[config.mk]
export PLATFORM = sky130hd
export DESIGN_NAME = wos_steer
export DESIGN_NICKNAME = d
export VERILOG_FILES = /design/src/wos_pkg.sv /design/src/wos_steer.sv
export SDC_FILE = /design/constraint.sdc
export NUM_CORES = 1
export LEC_CHECK = 0
export BUFFER_PORTS_ARGS = -buffer_cell sky130_fd_sc_hd__buf_2
export CORE_MARGIN = 1.5
export CORE_UTILIZATION = 44
export DETAILED_ROUTE_END_ITERATION = 10
export PLACE_DENSITY_LB_ADDON = 0.25
export SYNTH_ARGS = -nofsm -noshare
export SYNTH_HDL_FRONTEND = slang
export SYNTH_SLANG_ARGS = --single-unit
export TNS_END_PERCENT = 10
[constraint.sdc]
create_clock -name clk_i -period 1.4 [get_ports clk_i]
set_input_delay 0.07 -clock clk_i [delete_from_list [all_inputs] [get_ports clk_i]]
set_output_delay 0.07 -clock clk_i [all_outputs]
set_load 0.005 [all_outputs]
[src/wos_pkg.sv]
// Operation
// mode 00x selects steering; wave output pins may carry the modulated signal
// same modulated signal on several pins at once, others held fixed
// steer enable clear: pin holds its static override level
// steer enable set: pin driven from the input data signal
// four pins steered independently, any subset of them
// polarity applies only to steered pins; static pins ignore it
// auto-shutdown changes only steered pins
// mode 000: new steer enables apply at end of the write
// mode 001: new steer enables wait for next input rising edge
// synchronous steering never makes a partial pulse
// static level comes from per-pin override bit in steer control register
// pending steer enables sit in a shadow, transferred on input rising edge
package wos_pkg;
  localparam int          WOS_NPIN         = 4;
  localparam logic [3:0]  WOS_OFS_STEER    = 4'h0;
  localparam logic [3:0]  WOS_OFS_CONFIG   = 4'h4;
  localparam logic [3:0]  WOS_OFS_STATUS   = 4'h8;
  // steer control: [3:0] steer enables, [11:8] override levels
  localparam int          WOS_STEER_EN_LSB = 0;
  localparam int          WOS_OVR_LSB      = 8;
  // config: [3:0] polarity, [6:4] mode, [7] shutdown level
  localparam int          WOS_POL_LSB      = 0;
  localparam int          WOS_MODE_LSB     = 4;
  localparam int          WOS_SDLVL_BIT    = 7;
  // status: [3:0] active steer, [7:4] pending shadow, [8] pending flag, [9] shutdown
  localparam int          WOS_ACT_LSB      = 0;
  localparam int          WOS_PEND_LSB     = 4;
  localparam int          WOS_PENDF_BIT    = 8;
  localparam int          WOS_SHDN_BIT     = 9;
  localparam logic [2:0]  WOS_MODE_ASYNC   = 3'h0;
  localparam logic [2:0]  WOS_MODE_SYNC    = 3'h1;
  localparam logic [2:0]  WOS_MODE_RST     = 3'h0;
  localparam logic [3:0]  WOS_NIB_RST      = 4'h0;
  // waitrequest idles high so a read is never answered before its data is latched
  localparam logic        WOS_WAIT_RST     = 1'b1;

  typedef struct packed {
    logic [3:0] steer_act;
    logic [3:0] steer_pend;
    logic       pend;
    logic [3:0] ovr;
    logic [3:0] pol;
    logic [2:0] mode;
    logic       sd_lvl;
    logic       data_s1;
    logic       data_s2;
    logic       data_d;
    logic       sd_s1;
    logic       sd_s2;
    logic       wait_rq;
    logic [31:0] rdata;
    logic [3:0] pins;
  } wos_state_s;

  localparam wos_state_s  WOS_STATE_RST    = '{wait_rq: WOS_WAIT_RST, default: '0};
endpackage

[src/wos_steer.sv]
// The Avalon-MM slave port and the register addresses were decided locally.
`timescale 1ns/1ns
module wos_steer
  import wos_pkg::*;
(
  input  wire logic        clk_i,
  input  wire logic        rstn_i,
  input  wire logic [3:0]  avs_address_i,
  input  wire logic        avs_read_i,
  input  wire logic        avs_write_i,
  input  wire logic [31:0] avs_writedata_i,
  input  wire logic [3:0]  avs_byteenable_i,
  output logic [31:0]      avs_readdata_o,
  output logic             avs_waitrequest_o,
  input  wire logic        mod_data_i,
  input  wire logic        shutdown_i,
  output logic [3:0]       wave_pins_o
);
  wos_state_s s_r;
  wos_state_s s_nxt;

  logic bus_req;
  logic wr_steer_en;
  logic wr_steer_ovr;
  logic wr_config;
  logic steer_mode;
  logic sync_mode;
  logic rise;

  // mode 00x is steering; the upper codes leave every pin at its static level
  function automatic logic is_steer_mode(
    input logic [2:0] mode
  );
    return (mode[2:1] == 2'b00);
  endfunction

  function automatic logic is_sync_mode(
    input logic [2:0] mode
  );
    return (mode == WOS_MODE_SYNC);
  endfunction

  // a write lands only on the edge where waitrequest is sampled low
  function automatic logic lane_write(
    input logic       write,
    input logic       busy,
    input logic [3:0] addr,
    input logic [3:0] ofs,
    input logic [3:0] be,
    input int         lane
  );
    logic hit;
    hit = write && !busy && (addr == ofs);
    return hit && be[lane];
  endfunction

  function automatic logic [3:0] nib(
    input logic [31:0] w,
    input int          lsb
  );
    return w[lsb +: 4];
  endfunction

  function automatic logic rise_seen(
    input logic now_lvl,
    input logic old_lvl
  );
    return now_lvl && !old_lvl;
  endfunction

  function automatic logic [31:0] read_steer(
    input wos_state_s s
  );
    logic [31:0] v;
    v = 32'h0;
    // software reads back what it last wrote, even while still pending
    v[WOS_STEER_EN_LSB +: 4] = s.pend ? s.steer_pend : s.steer_act;
    v[WOS_OVR_LSB +: 4]      = s.ovr;
    return v;
  endfunction

  function automatic logic [31:0] read_config(
    input wos_state_s s
  );
    logic [31:0] v;
    v = 32'h0;
    v[WOS_POL_LSB +: 4]  = s.pol;
    v[WOS_MODE_LSB +: 3] = s.mode;
    v[WOS_SDLVL_BIT]     = s.sd_lvl;
    return v;
  endfunction

  function automatic logic [31:0] read_status(
    input wos_state_s s
  );
    logic [31:0] v;
    v = 32'h0;
    v[WOS_ACT_LSB +: 4]  = s.steer_act;
    v[WOS_PEND_LSB +: 4] = s.steer_pend;
    v[WOS_PENDF_BIT]     = s.pend;
    v[WOS_SHDN_BIT]      = s.sd_s2;
    return v;
  endfunction

  function automatic logic [31:0] read_mux(
    input logic [3:0] a,
    input wos_state_s s
  );
    logic [31:0] v;
    case (a)
      WOS_OFS_STEER: begin
        v = read_steer(s);
      end
      WOS_OFS_CONFIG: begin
        v = read_config(s);
      end
      WOS_OFS_STATUS: begin
        v = read_status(s);
      end
      default: begin
        v = 32'h0;
      end
    endcase
    return v;
  endfunction

  // one pin: static level, shutdown level or the modulated input
  function automatic logic pin_level(
    input logic steering,
    input logic act,
    input logic sd,
    input logic sd_lvl,
    input logic data,
    input logic pol,
    input logic ovr
  );
    logic lvl;
    if (!steering || !act) begin
      lvl = ovr;
    end else if (sd) begin
      lvl = sd_lvl;
    end else begin
      lvl = data ^ pol;
    end
    return lvl;
  endfunction

  // uses the next steer set, so a handover and the data edge meet in one cycle
  function automatic logic [3:0] pins_next(
    input wos_state_s cur,
    input logic [3:0] act,
    input logic       steering
  );
    logic [3:0] p;
    p = 4'h0;
    for (int i = 0; i < WOS_NPIN; i++) begin
      p[i] = pin_level(steering, act[i], cur.sd_s2, cur.sd_lvl,
                       cur.data_s2, cur.pol[i], cur.ovr[i]);
    end
    return p;
  endfunction

  // two flops per pin input; the third data flop only feeds the edge detector
  function automatic wos_state_s step_sync(
    input wos_state_s cur,
    input wos_state_s nxt,
    input logic       data_pin,
    input logic       sd_pin
  );
    wos_state_s r;
    r         = nxt;
    r.data_s1 = data_pin;
    r.data_s2 = cur.data_s1;
    r.data_d  = cur.data_s2;
    r.sd_s1   = sd_pin;
    r.sd_s2   = cur.sd_s1;
    return r;
  endfunction

  // handover only on a synchronised rising edge, so no pin is cut mid-pulse;
  // leaving sync mode flushes whatever is still waiting
  function automatic wos_state_s step_shadow(
    input wos_state_s cur,
    input wos_state_s nxt,
    input logic       rise,
    input logic       sync_mode
  );
    wos_state_s r;
    r = nxt;
    if (cur.pend && rise) begin
      r.steer_act = cur.steer_pend;
      r.pend      = 1'b0;
    end
    if (cur.pend && !sync_mode) begin
      r.steer_act = cur.steer_pend;
      r.pend      = 1'b0;
    end
    return r;
  endfunction

  function automatic wos_state_s step_steer_write(
    input wos_state_s  nxt,
    input logic [31:0] wdata,
    input logic        sync_mode
  );
    wos_state_s r;
    logic [3:0] en;
    r  = nxt;
    en = nib(wdata, WOS_STEER_EN_LSB);
    if (sync_mode) begin
      r.steer_pend = en;
      r.pend       = 1'b1;
    end else begin
      r.steer_act  = en;
      r.steer_pend = en;
      r.pend       = 1'b0;
    end
    return r;
  endfunction

  function automatic wos_state_s step_ovr_write(
    input wos_state_s  nxt,
    input logic [31:0] wdata
  );
    wos_state_s r;
    r     = nxt;
    r.ovr = nib(wdata, WOS_OVR_LSB);
    return r;
  endfunction

  function automatic wos_state_s step_config_write(
    input wos_state_s  nxt,
    input logic [31:0] wdata
  );
    wos_state_s r;
    r        = nxt;
    r.pol    = nib(wdata, WOS_POL_LSB);
    r.mode   = wdata[WOS_MODE_LSB +: 3];
    r.sd_lvl = wdata[WOS_SDLVL_BIT];
    return r;
  endfunction

  // waitrequest idles high, drops for one cycle once a request is seen and
  // rises again on the edge that takes it; read data is latched alongside
  function automatic wos_state_s step_bus(
    input wos_state_s cur,
    input wos_state_s nxt,
    input logic       req,
    input logic [3:0] addr
  );
    wos_state_s r;
    r         = nxt;
    r.wait_rq = !(req && cur.wait_rq);
    r.rdata   = read_mux(addr, cur);
    return r;
  endfunction

  always_comb begin
    s_nxt        = s_r;
    bus_req      = avs_read_i || avs_write_i;

    wr_steer_en  = lane_write(avs_write_i, s_r.wait_rq, avs_address_i, WOS_OFS_STEER, avs_byteenable_i, 0);
    wr_steer_ovr = lane_write(avs_write_i, s_r.wait_rq, avs_address_i, WOS_OFS_STEER, avs_byteenable_i, 1);
    wr_config    = lane_write(avs_write_i, s_r.wait_rq, avs_address_i, WOS_OFS_CONFIG, avs_byteenable_i, 0);

    steer_mode   = is_steer_mode(s_r.mode);
    sync_mode    = is_sync_mode(s_r.mode);
    rise         = rise_seen(s_r.data_s2, s_r.data_d);

    s_nxt = step_sync(s_r, s_nxt, mod_data_i, shutdown_i);
    s_nxt = step_shadow(s_r, s_nxt, rise, sync_mode);

    // a write wins over a handover in the same cycle
    if (wr_steer_en) begin
      s_nxt = step_steer_write(s_nxt, avs_writedata_i, sync_mode);
    end
    if (wr_steer_ovr) begin
      s_nxt = step_ovr_write(s_nxt, avs_writedata_i);
    end
    if (wr_config) begin
      s_nxt = step_config_write(s_nxt, avs_writedata_i);
    end

    s_nxt      = step_bus(s_r, s_nxt, bus_req, avs_address_i);
    s_nxt.pins = pins_next(s_r, s_nxt.steer_act, steer_mode);
  end

  always_ff @(posedge clk_i or negedge rstn_i) begin
    if (!rstn_i) begin
      s_r <= WOS_STATE_RST;
    end else begin
      s_r <= s_nxt;
    end
  end

  assign avs_readdata_o    = s_r.rdata;
  assign avs_waitrequest_o = s_r.wait_rq;
  assign wave_pins_o       = s_r.pins;

endmodule

==> flow_summary.json, run 1 <==
{
  "status": "finished, violations left",
  "violations": "negative setup slack",
  "cts-htree-levels": 2,
  "layout_common_cells": "dfrtp_1 (42), buf_2 (40), buf_4 (29)",
  "fin_area_um2": 2800,
  "ys_ff_latch": 43,
  "synthArstFlopShare_pct": 100.0,
  "critPathLaunchType": "flip-flop",
  "row_count": 25,
  "drc": 0,
  "tns_ns": -1.402,
  "post-route-util_pct": 58.13,
  "cts_tree": "done",
  "synth-simple-area-share_pct": 13.76,
  "grt_overflow": 0,
  "ys_warn_count": 0,
  "finalClockSkew_ns": 0.007776,
  "synth_top_area_cell": "dfrtp_1",
  "dp_hpwl_um": 3320,
  "clk_path_buf_depth": 2,
  "layout-drive-gt1-share_pct": 39.33,
  "synth_seq_area_share_pct": 47.97,
  "r2r_cells": 4,
  "ys.flop_type": "dfrtp_1",
  "clock.fmax_ghz": 0.6373,
  "cts_root_buf": "clkbuf_8",
  "via_per_inst": 4.865,
  "fin_hold_ws_ns": 0.05503,
  "wl_um": 4578,
  "final_common_cell": "dfrtp_1",
  "r2r-start": "s_r[44]",
  "endpoint": "wave_pins_o[2]",
  "clock_latency_ns": 0.30,
  "drtIter0Drc": 51,
  "r2r-end": "wave_pins_o[2]",
  "placed_area_um2": 2505,
  "numCtsBuffers": 5,
  "synth_mux_area_share_pct": 8.691,
  "synth_compound_area_share_pct": 11.92,
  "synthCells": 200,
  "antenna_found_initial": 0,
  "crit_required_ns": 1.58,
  "crit_type": "reg -> reg",
  "clk_pin_slew_ns": 0.08,
  "grt_pass1_vias": 1465,
  "synthesis.area_um2": 2246,
  "finalSetupViolCount": 15,
  "core-area_um2": 4817,
  "post_drt_wl_per_cell_um": 13.71,
  "hold_viol_final": 0,
  "p_leak_nw": 1.378,
  "cp_max_fo": 6,
  "ir_worst_vdd_mv": 0.6475,
  "synth_top_family_by_area": "buffers and inverters",
  "numClockSinks": 43,
  "grt_usage_pct": 18.32,
  "rsz0062_at_grt": "true",
  "area_delta_synth_final_pct": 24.68,
  "synth-adder-area-share_pct": 0,
  "yosys.cell_types.count": 45,
  "antennaDiodeCount": 0,
  "drv_cap": 0,
  "grt_pass1_wl_um": 7314,
  "crit_arrival_ns": 1.74,
  "synthXorXnorAreaFrac_pct": 1.560,
  "post-route-min-period_ns": 1.569,
  "port_buffers": 40,
  "r2r_setup_slack_ns": -0.17,
  "slew_violations": 0,
  "drt_first_pass_iters": 4,
  "setup_slack_ns": -0.1690,
  "startpoint": "s_r[44]",
  "via_count": 1625,
  "hold_path_class": "in -> reg",
  "die-area_um2": 5542,
  "yosys.area.top_type_share_pct": 46.80,
  "avgSynthCellArea_um2": 11.23,
  "die_x_um": 74.45,
  "start_util_pct": 46.62,
  "grt_max_degree": 44,
  "finalCritPeriodShare_pct": 112.1,
  "p_per_area_nw_per_um2": 1110,
  "postRouteAntennaNets": 0,
  "ios": 83,
  "pre_cts_ws_ns": -0.1842,
  "ys_top_cells_by_area": "dfrtp_1 (47%), buf_4 (12%), mux2_1 (3.5%)",
  "fin_nets": 312,
  "cp-end-kind": "flip-flop",
  "die_y_um": 74.45,
  "synth_enable_flop_cells": 0,
  "place_congestion": 0.9127
}
==> registers in the layout, indices dropped and copies added (netlist names) <==
register / flops
avs_readdata_o: 12
avs_waitrequest_o: 1
s_r: 26
wave_pins_o: 4
==> metal layers <==
metal / vias up / wire (um) / track usage [%] / part of all wire (%)
met3: 6 / 301 / 5.014 / 6.6
met4: 0 / 67 / 7.677 / 1.5
met1: 765 / 2029 / 25.26 / 44
met2: 69 / 2179 / 27.28 / 48
met5: - / 0 / 0 / 0
li1: 785 / - / - / -
==> per-stage QoR <==
step | power (W) | instances
3_5_place_dp | 0.002110 | 311
2_1_floorplan | 0.001911 | 219
4_1_cts | 0.003136 | 333
3_3_place_gp | 0.002106 | 311
5_1_grt | 0.003282 | 334
6_report | 0.003107 | 334
==> worst min path at each step <==
stage	endpoint	start	slack, ns	cells after the start
2_1_floorplan	avs_readdata_o[0]	rstn_i	-0.23	0
3_3_place_gp	s_r[43]	rstn_i	0.06	2
3_5_place_dp	s_r[45]	rstn_i	0.07	2
4_1_cts	s_r[46]	avs_writedata_i[0]	0.05	2
5_1_grt	s_r[57]	avs_writedata_i[2]	0.05	2
6_report	s_r[48]	avs_writedata_i[2]	0.06	2
==> final cells by class <==
cell class              instances  area, um2
clock buffers                   5      68.82
clock inverters                 3      43.79
fillers                       448       2017
inverters                       5      18.77
multi-input cells             127      917.1
flip-flops and latches         43       1077
well taps                      67      83.83
repair buffers                 84      590.6
==> cells in the mapped netlist, types with 2 or more instances <==
master / instances
nor2_1: 11
xor2_1: 4
a32o_1: 4
inv_1: 5
mux2i_1: 6
o211ai_1: 5
buf_2: 2
nand2_1: 8
nor4_2: 2
and2b_2: 4
o41ai_1: 3
and3_1: 3
and2_1: 2
a31oi_1: 7
buf_4: 37
mux2_1: 7
dfrtp_1: 42
buf_6: 3
mux2_2: 5
o32ai_1: 3
nor2b_1: 2
o21ai_0: 12
==> timing repair <==
action / 4_1_cts / 5_1_grt
gates resized for setup: 8 / 2
setup endpoints to repair: 15 / 16
setup buffers: 1 / 1
endpoints found under the hold margin: 54 / 0
hold buffers: 13 / 0
pin swaps: 4 / 5
==> kinds of logic (layout without fill, tap and decap cells) <==
group	Yosys count	after routing
other cells	1	20
simple gates	46	46
xor+xnor	4	4
flops	43	43
compound gates	39	39
mux	18	18
buf+inv	49	97
==> worst max-delay path, stage by stage (launching register included) <==
cell	delay, ns
dfrtp_1	0.42
or3b_4	0.47
o211ai_1	0.26
a31o_1	0.21
o211ai_1	0.09
==> power by group <==
| group | total (W) | internal [W] | switching, W |
|---|---|---|---|
| Sequential | 0.00151 | 0.00140 | 0.000113 |
| Clock | 0.000956 | 0.000531 | 0.000425 |
| Combinational | 0.000642 | 0.000356 | 0.000287 |
| Total | 0.00311 | 0.00228 | 0.000824 |
(Power assumes the default switching activity.)
==> inputs of run 2 (changes only) <==
- CTS_BUF_LIST: not set -> sky130_fd_sc_hd__clkbuf_16
- SKIP_LAST_GASP: not set -> 1
==> flow_summary.json, run 2 (synthesis results as in run 1) <==
{
  "crit_family": "simple AND/OR/NAND/NOR gates",
  "fin_cells": 329,
  "p_seq_share_pct": 44.2,
  "antennaDiodeCount": 0,
  "startpoint": "s_r[44]",
  "clk_pin_slew_ns": 0.06,
  "port_buffers": 40,
  "hold_path_class": "in -> reg",
  "wl_um": 4384,
  "die_x_um": 74.45,
  "via_per_inst": 4.760,
  "crit_arrival_ns": 1.67,
  "status": "finished, violations left",
  "combPwrFrac_pct": 17.8,
  "drt_first_pass_iters": 4,
  "finalCritPeriodShare_pct": 108.4,
  "post_drt_wl_per_cell_um": 13.33,
  "clock_latency_ns": 0.28,
  "finalClockSkew_ns": 0.004505,
  "ir_worst_vdd_mv": 0.8149,
  "row_count": 25,
  "violations": "negative setup slack",
  "cts_root_buf": "clkbuf_16",
  "slew_violations": 0,
  "grt_usage_pct": 17.94,
  "via_count": 1566,
  "p_sw_w": 0.0008460,
  "clockPowerShare_pct": 38.0,
  "drv_cap": 0,
  "worstHoldStart": "avs_writedata_i[5]",
  "crit_type": "reg -> reg",
  "place_congestion": 0.9127,
  "fin_nets": 307,
  "finalSetupViolCount": 15,
  "critPathSlowestCell": "or3b_4",
  "ios": 83,
  "hold_viol_final": 0,
  "cp_max_fo": 6,
  "p_leak_nw": 1.369,
  "setup_slack_ns": -0.1182,
  "regMostFlops": "s_r",
  "p_int_w": 0.002568,
  "core-area_um2": 4817,
  "numCtsBuffers": 5,
  "crit_required_ns": 1.55,
  "largest_reg_flops": 26,
  "cts_tree": "done",
  "p_per_area_nw_per_um2": 1231,
  "clock.fmax_ghz": 0.6587,
  "rsz0062_at_grt": "true",
  "post-route-min-period_ns": 1.518,
  "drc": 0,
  "cts-htree-levels": 2,
  "postRouteAntennaNets": 0,
  "cp-end-kind": "flip-flop",
  "antenna_found_initial": 0,
  "die_y_um": 74.45,
  "layout_common_cells": "dfrtp_1 (42), buf_2 (40), buf_4 (28)",
  "final_common_cell": "dfrtp_1",
  "area_delta_synth_final_pct": 23.51,
  "cpPeakStageDelay_ns": 0.45,
  "drtIter0Drc": 51,
  "post-route-util_pct": 57.58,
  "dp_hpwl_um": 3320,
  "path_buf_inv": 0,
  "start_util_pct": 46.62,
  "die-area_um2": 5542,
  "swShare_pct": 24.78,
  "critPathLaunchType": "flip-flop",
  "grt_pass1_wl_um": 7189,
  "clk_path_buf_depth": 2,
  "dp_cells": 311,
  "grt_overflow": 0,
  "grt_pass1_vias": 1444,
  "numClockSinks": 43,
  "r2r-start": "s_r[44]",
  "layout-drive-gt1-share_pct": 37.02,
  "crit_chain": "or3b_4 -> o211ai_1 -> and3_1 -> o32ai_1",
  "grt_max_degree": 44
}
==> run 2: area by class of cell <==
cell class                 count  area, um2
inverter                       5      18.77
fill                         446       2043
multi-input combinational    127      884.6
sequential                    43       1077
tap                           67      83.83
clock inverter                 3      43.79
timing repair buffer          79      540.5
clock buffer                   5      125.1
==> run 2: metrics by stage <==
step	worst slack, ns	total power (W)	hold WS [ns]	setup TNS (ns)	area [um2]
final	-0.1182	0.003414	0.002898	-1.211	2774
after global routing	-0.2069	0.003593	0.005899	-2.300	2774
after CTS	-0.1218	0.003450	0.0002390	-1.226	2774
after detailed placement	-0.1842	0.002110	0.07046	-2.288	2505
after global placement	-0.1696	0.002106	0.05820	-2.027	2505
after floorplan	-0.08674	0.001911	-0.2256	-0.7801	2317
==> run 2: per-layer routing <==
layer,track usage (%),routed length (um)
met1,24.72,2023
met2,26.88,2019
met3,4.607,281
met4,7.677,58
met5,0,0
==> run 2: power groups by stage <==
stage	logic (W)	registers, W	clock network [W]
floorplan	0.000419	0.00149	0
global placement	0.000576	0.00153	0
detailed placement	0.000580	0.00153	0
CTS	0.000615	0.00151	0.00133
global route	0.000682	0.00152	0.00139
finish	0.000609	0.00151	0.00130
==> run 2: timing repair <==
item / CTS / global route
endpoints found under the setup margin: 15 / 15
hold buffers: 9 / 0
pin swaps: 3 / 1
resized for setup: 1 / 0
endpoints found under the hold margin: 49 / 0
buffers inserted: 1 / 0
==> run 2: final timing paths <==
path / to / slack, ns / depth (start not counted)
setup / recovery: wave_pins_o[1] / -0.12 / 4
hold / removal: s_r[44] / 0.003 / 2
setup reg to reg: wave_pins_o[1] / -0.12 / 4
max in group asynchronous: avs_waitrequest_o / 0.84 / 3
min in group asynchronous: wave_pins_o[0] / 0.31 / 3
hold reg to reg: s_r[37] / 0.35 / 0
==> inputs of run 3 (changes only) <==
- clock period: 1.4 -> 1.3 ns (I/O delays scaled with it)
==> flow_summary.json, run 3 (synthesis results as in run 1) <==
{
  "status": "finished, violations left",
  "violations": "negative setup slack",
  "post_drt_wl_per_cell_um": 13.43,
  "grt_pass1_vias": 1459,
  "cts_setup_buffers": 0,
  "die_y_um": 74.45,
  "wl_um": 4459,
  "cp-end-kind": "flip-flop",
  "clk_path_buf_depth": 2,
  "cts-htree-levels": 2,
  "crit_required_ns": 1.45,
  "row_count": 25,
  "dp_hpwl_um": 3401,
  "start_util_pct": 46.62,
  "setup_slack_ns": -0.2184,
  "grt_overflow": 0,
  "fin_nets": 310,
  "layout_common_cells": "dfrtp_1 (42), buf_2 (40), buf_4 (31)",
  "critPathLaunchType": "flip-flop",
  "layout-drive-gt1-share_pct": 36.98,
  "p_int_w": 0.002562,
  "clock.fmax_ghz": 0.6586,
  "post-route-util_pct": 57.61,
  "p_seq_share_pct": 47.1,
  "port_buffers": 40,
  "finalCritPeriodShare_pct": 116.8,
  "ir_worst_vdd_mv": 0.7430,
  "cts_tree": "done",
  "p_leak_nw": 1.373,
  "drtIter0Drc": 87,
  "grt_max_degree": 30,
  "fillers": 452,
  "clockPowerShare_pct": 33.1,
  "p_per_area_nw_per_um2": 1238,
  "hold_path_class": "in -> reg",
  "crit_type": "reg -> reg",
  "slew_violations": 0,
  "combPwrFrac_pct": 19.8,
  "clock_latency_ns": 0.28,
  "antenna_found_initial": 0,
  "core-area_um2": 4817,
  "grt_pass1_wl_um": 7113,
  "post-route-min-period_ns": 1.518,
  "area_delta_synth_final_pct": 23.57,
  "numCtsBuffers": 5,
  "finalClockSkew_ns": 0.003637,
  "via_count": 1598,
  "postRouteAntennaNets": 0,
  "antennaDiodeCount": 0,
  "drc": 0,
  "clk_pin_slew_ns": 0.05,
  "die-area_um2": 5542,
  "final_common_cell": "dfrtp_1",
  "rsz0062_at_grt": "true",
  "report.power.total_w": 0.003437,
  "place_congestion": 0.9306,
  "die_x_um": 74.45,
  "crit_arrival_ns": 1.67,
  "ios": 83,
  "grt_usage_pct": 18.07,
  "regMostFlops": "s_r",
  "cts_root_buf": "clkbuf_16",
  "largest_reg_flops": 26,
  "p_sw_w": 0.0008750,
  "cp_max_fo": 6,
  "swShare_pct": 25.46,
  "finalSetupViolCount": 19,
  "drt_first_pass_iters": 4,
  "hold_viol_final": 0,
  "drv_cap": 0,
  "numClockSinks": 43,
  "via_per_inst": 4.813
}
## run 3: metrics by stage
stage / setup slack [ns] / hold WS [ns] / area [um2] / TNS [ns] / std cells
after floorplan: -0.1867 / -0.2306 / 2318 / -2.436 / 219
after global placement: -0.2524 / -0.006234 / 2535 / -3.826 / 315
after detailed placement: -0.2542 / -0.005322 / 2535 / -4.033 / 315
after CTS: -0.2041 / 0.002082 / 2775 / -2.551 / 332
after global routing: -0.2878 / 0.01265 / 2775 / -3.830 / 332
final: -0.2184 / 0.001249 / 2775 / -2.621 / 332
## run 3: final cells by class
type                            count  area [um2]  area share (%)
Sequential cell                    43        1077           38.82
Clock inverter                      3       11.26          0.4058
Inverter                            5       18.77          0.6763
Clock buffer                        5       125.1           4.509
Multi-Input combinational cell    127       895.9           32.28
Timing Repair Buffer               82       563.0           20.29
Tap cell                           67       83.83           3.021
## run 3: timing repair
action                     in CTS  in global routing
hold buffers                    9                  0
resized for setup               3                  0
hold endpoints to repair       21                  0
setup endpoints to repair      20                 22
## run 3: metal layers
| layer | share of wire, % | GRT usage, % |
|---|---|---|
| met5 | 0 | 0 |
| met4 | 1.8 | 9.091 |
| met2 | 47 | 27.98 |
| met1 | 44 | 22.86 |
| met3 | 7.0 | 5.691 |
## run 3: power by group through the flow
stage                     registers, W  clock network (W)  logic (W)
after floorplan                0.00161                  0   0.000452
after global placement         0.00164                  0   0.000645
after CTS                      0.00162            0.00118   0.000684
after detailed placement       0.00164                  0   0.000650
after global routing           0.00164            0.00123   0.000759
final                          0.00162            0.00114   0.000681
## run 3: worst paths after layout
check / startpoint / to / slack (ns) / depth (start not counted)
max: s_r[44] / wave_pins_o[0] / -0.22 / 4
min: avs_writedata_i[5] / s_r[44] / 0.001 / 2
max reg2reg: s_r[44] / wave_pins_o[0] / -0.22 / 4
min reg2reg: s_r[38] / s_r[37] / 0.35 / 0
max in group asynchronous: rstn_i / s_r[39] / 0.61 / 3
min in group asynchronous: rstn_i / s_r[52] / 0.22 / 2
## run 3: worst max-delay path, cell delays in order (launching register included)
cell	delay, ns
dfrtp_1	0.43
or3b_4	0.43
o211ai_1	0.24
and3_1	0.21
o32ai_1	0.08
